## config.mk

```make
export PLATFORM = sky130hd
export DESIGN_NAME = ocfr_top
export DESIGN_NICKNAME = d
export VERILOG_FILES = /design/src/core/ocfr_top.v
export VERILOG_INCLUDE_DIRS = /design/src /design/src/core
export SDC_FILE = /design/constraint.sdc
export NUM_CORES = 1
export LEC_CHECK = 0
export BUFFER_PORTS_ARGS = -buffer_cell sky130_fd_sc_hd__buf_2
export CORE_ASPECT_RATIO = 1.25
export CORE_MARGIN = 5
export CORE_UTILIZATION = 59
export CTS_BUF_LIST = sky130_fd_sc_hd__clkbuf_16
export DETAILED_ROUTE_END_ITERATION = 12
export PLACE_DENSITY = 0.86
export RECOVER_POWER = 25
export SLEW_MARGIN = 10
export SYNTH_ARGS = -nofsm -noshare
export SYNTH_HDL_FRONTEND = slang
export SYNTH_SLANG_ARGS = --single-unit
```

## constraint.sdc

```tcl
create_clock -name core_clk -period 5 [get_ports core_clk]
set_input_delay 1.5 -clock core_clk [delete_from_list [all_inputs] [get_ports core_clk]]
set_output_delay 1.5 -clock core_clk [all_outputs]
set_load 0.01 [all_outputs]
```

## src/core/ocfr_defines.vh

```
// Notes on behaviour
// retry code 111 restarts without limit until commanded off, bias lost or another fault.
// the delay field selects two to the power of its value in time units, 1 to 128.
// the length of one time unit comes from the separate time-unit register, not this byte.
// the delay is the ride-through time in limit mode or the spacing between restarts.
// a 16-bit read/write threshold, word access, linear format, sets the current limit.
// an 8-bit read/write response byte, byte access, holds mode, retry and delay fields.
// every mode sets the over-current status bit and notifies the host.
// mode 00 keeps running and clamps current at the threshold forever.
// mode 01 clamps while output voltage is above the low limit, else shuts down and retries.
// retry code 000 never restarts; the output stays off until the fault is cleared.
// retry codes 001 to 110 restart that many times, then stay off until cleared.
// mode 10 clamps for the delay and, if still limiting at its end, follows the retry code.
// mode 11 shuts down at once and follows the retry code.
// the attempt counter restarts on a fault clear or a fresh turn-on command.
`ifndef OCFR_DEFINES_VH
`define OCFR_DEFINES_VH
`define OCFR_CMD_THRESHOLD  8'h46
`define OCFR_CMD_RESPONSE   8'h47
`define OCFR_THRESH_RST     16'h0000
`define OCFR_RESP_RST       8'h00
`define OCFR_MODE_HI        7
`define OCFR_MODE_LO        6
`define OCFR_RETRY_HI       5
`define OCFR_RETRY_LO       3
`define OCFR_DELAY_HI       2
`define OCFR_DELAY_LO       0
`define OCFR_MODE_IGNORE    2'b00
`define OCFR_MODE_COND      2'b01
`define OCFR_MODE_DELAY     2'b10
`define OCFR_MODE_DISABLE   2'b11
`define OCFR_RETRY_NONE     3'b000
`define OCFR_RETRY_FOREVER  3'b111
`define OCFR_UNITS_ONE      8'h01
`endif

```

## src/core/ocfr_top.v

```verilog
`timescale 1ns/100ps
`include "ocfr_defines.vh"
module ocfr_top #(
  parameter UNIT_W = 16
) (
  input  wire              core_clk,
  input  wire              reset,
  input  wire              clk_en,
  input  wire              reg_wr,
  input  wire              reg_rd,
  input  wire [7:0]        reg_cmd,
  input  wire [15:0]       reg_wdata,
  input  wire [UNIT_W-1:0] time_unit_cycles,
  input  wire              oc_detect,
  input  wire              vout_below_lv,
  input  wire              output_on_cmd,
  input  wire              bias_ok,
  input  wire              other_fault_off,
  input  wire              fault_clear,
  output reg  [15:0]       rd_data_r,
  output reg               rd_valid_r,
  output reg               rd_err_r,
  output reg  [15:0]       oc_threshold_r,
  output reg               out_enable_r,
  output reg               cc_limit_r,
  output reg               oc_fault_bit_r,
  output reg               host_alert_r,
  output reg  [2:0]        attempts_r
);

  localparam [2:0] ST_OFF   = 3'd0;
  localparam [2:0] ST_RUN   = 3'd1;
  localparam [2:0] ST_LIMIT = 3'd2;
  localparam [2:0] ST_WAIT  = 3'd3;
  localparam [2:0] ST_LATCH = 3'd4;

  reg  [7:0]        oc_response_r;
  reg  [2:0]        state_r;
  reg  [2:0]        state_nxt;
  reg  [UNIT_W-1:0] unit_cnt_r;
  reg  [7:0]        units_left_r;
  reg               delay_load;
  reg               on_prev_r;
  reg               oc_prev_r;
  reg  [2:0]        attempts_nxt;
  reg               cc_nxt;
  reg               fault_evt;

  wire [1:0] mode     = oc_response_r[`OCFR_MODE_HI:`OCFR_MODE_LO];
  wire [2:0] retries  = oc_response_r[`OCFR_RETRY_HI:`OCFR_RETRY_LO];
  wire [2:0] dly_code = oc_response_r[`OCFR_DELAY_HI:`OCFR_DELAY_LO];
  // power of two units; shift keeps the table out of logic
  wire [7:0] dly_units = `OCFR_UNITS_ONE << dly_code;
  wire       unit_end  = (unit_cnt_r == time_unit_cycles) || (time_unit_cycles == {UNIT_W{1'b0}});
  wire       delay_done = unit_end && (units_left_r == `OCFR_UNITS_ONE);
  wire       run_ok    = output_on_cmd && bias_ok && !other_fault_off;
  wire       turn_on   = output_on_cmd && !on_prev_r;
  wire       oc_rise   = oc_detect && !oc_prev_r;

  // decision taken after a shutdown: retry again or latch off
  function [2:0] retry_state;
    input [2:0] code;
    input [2:0] done;
    begin
      if (code == `OCFR_RETRY_NONE) begin
        retry_state = ST_LATCH;
      end else if (code == `OCFR_RETRY_FOREVER) begin
        retry_state = ST_WAIT;
      end else if (done < code) begin
        retry_state = ST_WAIT;
      end else begin
        retry_state = ST_LATCH;
      end
    end
  endfunction

  always @* begin
    state_nxt    = state_r;
    attempts_nxt = attempts_r;
    delay_load   = 1'b0;
    cc_nxt       = 1'b0;
    fault_evt    = 1'b0;
    case (state_r)
      ST_OFF: begin
        if (run_ok) begin
          state_nxt = ST_RUN;
        end
      end
      ST_RUN: begin
        if (oc_rise) begin
          fault_evt = 1'b1;
        end
        if (oc_detect) begin
          case (mode)
            `OCFR_MODE_IGNORE: begin
              cc_nxt = 1'b1;
            end
            `OCFR_MODE_COND: begin
              if (vout_below_lv) begin
                state_nxt = retry_state(retries, attempts_r);
              end else begin
                cc_nxt = 1'b1;
              end
            end
            `OCFR_MODE_DELAY: begin
              cc_nxt     = 1'b1;
              state_nxt  = ST_LIMIT;
              delay_load = 1'b1;
            end
            default: begin
              state_nxt = retry_state(retries, attempts_r);
            end
          endcase
        end
      end
      ST_LIMIT: begin
        cc_nxt = oc_detect;
        if (!oc_detect) begin
          state_nxt = ST_RUN;
        end else if (delay_done) begin
          cc_nxt    = 1'b0;
          state_nxt = retry_state(retries, attempts_r);
        end
      end
      ST_WAIT: begin
        if (delay_done) begin
          state_nxt = ST_RUN;
          if (retries != `OCFR_RETRY_FOREVER) begin
            attempts_nxt = attempts_r + 3'd1;
          end
        end
      end
      ST_LATCH: begin
        if (fault_clear) begin
          state_nxt = ST_RUN;
        end
      end
      default: begin
        state_nxt = ST_OFF;
      end
    endcase
    // retry delay starts fresh on entry to the wait
    if (state_r != ST_WAIT && state_nxt == ST_WAIT) begin
      delay_load = 1'b1;
    end
    if (!run_ok) begin
      state_nxt = ST_OFF;
      cc_nxt    = 1'b0;
    end
    if (fault_clear || turn_on) begin
      attempts_nxt = 3'd0;
    end
  end

  always @(posedge core_clk or posedge reset) begin
    if (reset) begin
      oc_threshold_r <= `OCFR_THRESH_RST;
      oc_response_r  <= `OCFR_RESP_RST;
      rd_data_r      <= 16'h0000;
      rd_valid_r     <= 1'b0;
      rd_err_r       <= 1'b0;
    end else if (clk_en) begin
      rd_valid_r <= reg_rd;
      rd_err_r   <= 1'b0;
      if (reg_wr && reg_cmd == `OCFR_CMD_THRESHOLD) begin
        oc_threshold_r <= reg_wdata;
      end
      if (reg_wr && reg_cmd == `OCFR_CMD_RESPONSE) begin
        oc_response_r <= reg_wdata[7:0];
      end
      if (reg_rd) begin
        case (reg_cmd)
          `OCFR_CMD_THRESHOLD: rd_data_r <= oc_threshold_r;
          `OCFR_CMD_RESPONSE:  rd_data_r <= {8'h00, oc_response_r};
          default: begin
            rd_data_r <= 16'h0000;
            rd_err_r  <= 1'b1;
          end
        endcase
      end
    end
  end

  always @(posedge core_clk or posedge reset) begin
    if (reset) begin
      state_r        <= ST_OFF;
      attempts_r     <= 3'd0;
      unit_cnt_r     <= {UNIT_W{1'b0}};
      units_left_r   <= `OCFR_UNITS_ONE;
      on_prev_r      <= 1'b0;
      oc_prev_r      <= 1'b0;
      out_enable_r   <= 1'b0;
      cc_limit_r     <= 1'b0;
      oc_fault_bit_r <= 1'b0;
      host_alert_r   <= 1'b0;
    end else if (clk_en) begin
      state_r      <= state_nxt;
      attempts_r   <= attempts_nxt;
      on_prev_r    <= output_on_cmd;
      oc_prev_r    <= oc_detect && state_r == ST_RUN;
      out_enable_r <= (state_nxt == ST_RUN) || (state_nxt == ST_LIMIT);
      cc_limit_r   <= cc_nxt;
      host_alert_r <= fault_evt;
      // set wins over a clear in the same cycle
      if (fault_evt) begin
        oc_fault_bit_r <= 1'b1;
      end else if (fault_clear) begin
        oc_fault_bit_r <= 1'b0;
      end
      // unit length comes from the external time-unit setting
      if (delay_load) begin
        unit_cnt_r   <= {UNIT_W{1'b0}};
        units_left_r <= dly_units;
      end else if (unit_end) begin
        unit_cnt_r <= {UNIT_W{1'b0}};
        if (units_left_r != `OCFR_UNITS_ONE) begin
          units_left_r <= units_left_r - 8'h01;
        end
      end else begin
        unit_cnt_r <= unit_cnt_r + {{(UNIT_W-1){1'b0}}, 1'b1};
      end
    end
  end

endmodule // ocfr_top

```

==> summary.txt <==
outcome = finished, violations left
failing checks = max-capacitance violations, max-slew violations
CP max FO = 40
Lkg Pwr = 2.50 nW
Core Region = 0.00698 mm²
num rows = 34
GRT Total Usage = 0.235
Synthesized Nets = 452
Core Util, Final = 0.726
CTS root buf = clkbuf_16
first-pass GRT wire length = 16,900 µm
Setup Buffers After CTS = 0
flop2flop setup slack = 1.72 ns
Synth Flop Type = dfrtp_1
Switching Fraction = 0.272
Hold Path Class = reg -> reg
FFs w/ async S/R, synth = 1.00
GP Congestion = 0.891
final net count = 545
Clk Latency, worst-skew pair = 0.34 ns
Post-CTS Resized = 0
#FFs+latches synth = 78
slew margin rel. = -0.105
post-synth top area share = 0.457
arrival time at the worst endpoint = 4.38 ns
Worst setup EP type = flip-flop
Peak VDD IR = 0.215 mV
Post-DP Area = 0.00476 mm²
Routed WL per cell = 17.2 µm
vias in the first global route = 3,583
via count = 3,484
Pwr Density = 308 mW/mm²
diode count = 0
commonest non-fill, non-tap cell in the layout = buf_2
H-tree levels = 3
hold slack = 0.475 ns
first-iteration detailed-routing DRC count = 242
HPWL Detailed = 7260 µm
area of the mapped netlist = 0.00422 mm²
top cells by area, synth = dfrtp_1 46%, mux2_2 6.4%, a22o_1 3.9%
most frequent cells in the layout = 90 x buf_2, 77 x dfrtp_1, 30 x nand2_1
Synth cell types = 55
Synth-to-Final Area Change = 20.1%
Required @ worst endpoint = 5.28 ns
critical path type = in -> reg
register area share after synthesis = 0.463
post-route ant nets = 0
Startpoint Class = primary input
critical path cell sequence = clkbuf_1, inv_1, buf_4, nor4_1, and3b_1, a211o_1
largest net degree at the start of global routing = 46
share of cells above drive strength 1 = 0.302
initial antenna violation count = 0
WL final = 10,000 µm
overall die width = 85.6 µm
worst slew pin tran = 1.66 ns
min cycle time layout = 4.10 ns
Synth Warn # = 0
unrepaired setup endpoints after global routing = false
fmax = 244 MHz
post-synth top area cell = dfrtp_1
Ports = 92
Post-synth EDFFs = 0
Chip Height = 105 µm
Final period util = 0.821
Inserted Clock Buffers = 9
initial core utilization = 0.604
CP max stage delay = 1.16 ns
drt pass-1 iters = 4
clock power share = 0.429
sequential power share = 0.456
setup TNS = 0 ns
Reg clk slew, reported paths = 0.06 ns
internal power = 1.13 mW
CTS Buffer Depth = 2
combinational power share = 0.115
I/O Buffers = 91
GRT overflow = 0
DR DRC count = 0
Max Cap Viol = 2
Power Total = 1.56 mW
Via-to-Cell Ratio = 5.98
# fillers = 498
clock sink count = 78
final instance area = 0.00506 mm²
Final Hold Viols = 0
clock skew = 0.00819 ns
final setup violation count = 0
Crit-path slowest cell = clkbuf_1
average cell area after synthesis = 10.7 µm²
Die Area = 0.00895 mm²
CTS tree = built
Cells after Synth = 395
cts hold-fix bufs = 0
Slew Viols, Final = 87
Net Switching = 0.424 mW
## kinds of logic after synthesis
kind of cell             after synthesis  synth area share
flip-flops                            78             0.463
AND/OR/NAND/NOR                      123             0.169
XOR/XNOR                              17            0.0353
adder cells (fa/ha/maj)                6            0.0178
AO/OA/AOI/OAI                        104             0.191
buffers and inverters                 31            0.0309
multiplexers                          36            0.0926
## critical path: cells and delay by family
family          cells  cell delay (ns)
simple gates        2             0.82
buf+inv             3             1.95
compound gates      1             0.09
## metrics by stage
step                      cells  worst slack [ns]
after global routing        583             0.747
after floorplan             395              1.51
after detailed placement    567             0.866
after global placement      567              1.03
final                       583             0.896
after CTS                   583              1.21
## area by class of cell
| type | instances | area [µm²] | share of cell area |
|---|---|---|---|
| Multi-Input combinational cell | 286 | 2140 | 0.422 |
| Sequential cell | 78 | 1950 | 0.386 |
| Timing Repair Buffer | 97 | 495 | 0.0978 |
| Clock buffer | 9 | 225 | 0.0445 |
| Tap cell | 90 | 113 | 0.0222 |
| Clock inverter | 7 | 80.1 | 0.0158 |
| Inverter | 16 | 60.1 | 0.0119 |
## Yosys cell counts, drive strengths merged, types with 3 or more instances
cell type / n
a211oi: 5
a21o: 6
a21oi: 4
a221o: 4
a22o: 19
a32oi: 5
and3: 11
buf: 4
clkbuf: 11
dfrtp: 77
ha: 6
inv: 16
mux2: 24
mux2i: 12
nand2: 30
nand2b: 4
nand3: 11
nand4: 4
nor2: 19
nor2b: 8
nor3: 11
nor3b: 3
nor4: 12
o21ai: 30
o2bb2ai: 5
o31ai: 9
o41ai: 3
xor2: 16
## flip-flops by register name (all words and copies together), names as in the netlist, 3 cells and up
name	flops
oc_threshold_r	16
rd_data_r	16
unit_cnt_r	16
oc_response_r	8
units_left_r	8
attempts_r	3
state_r	3
## metal layers
layer | share of wire | routed length, µm | global-route usage
met1 | 0.41 | 4060 | 0.281
met2 | 0.52 | 5160 | 0.404
met3 | 0.068 | 679 | 0.0634
met4 | 0.011 | 113 | 0.0826
met5 | 0 | 0 | 0
## path summary, 6_finish.rpt
| path | startpoint | end | cells after the start |
|---|---|---|---|
| max in group asynchronous | reset | unit_cnt_r[1] | 3 |
| setup reg to reg | oc_response_r[5] | unit_cnt_r[0] | 10 |
| min in group asynchronous | reset | oc_threshold_r[14] | 2 |
| hold reg to reg | oc_fault_bit_r | oc_fault_bit_r | 2 |
| setup / recovery | clk_en | units_left_r[2] | 6 |
| hold / removal | oc_fault_bit_r | oc_fault_bit_r | 2 |
## power by group through the flow
stage	Sequential [mW]	Clock [mW]	Combinational (mW)
after floorplan	0.713	0	0.123
after global placement	0.720	0	0.172
after detailed placement	0.723	0	0.181
after CTS	0.711	0.672	0.183
after global routing	0.718	0.703	0.199
final	0.711	0.668	0.179
Power figures use the tool's default switching activity.
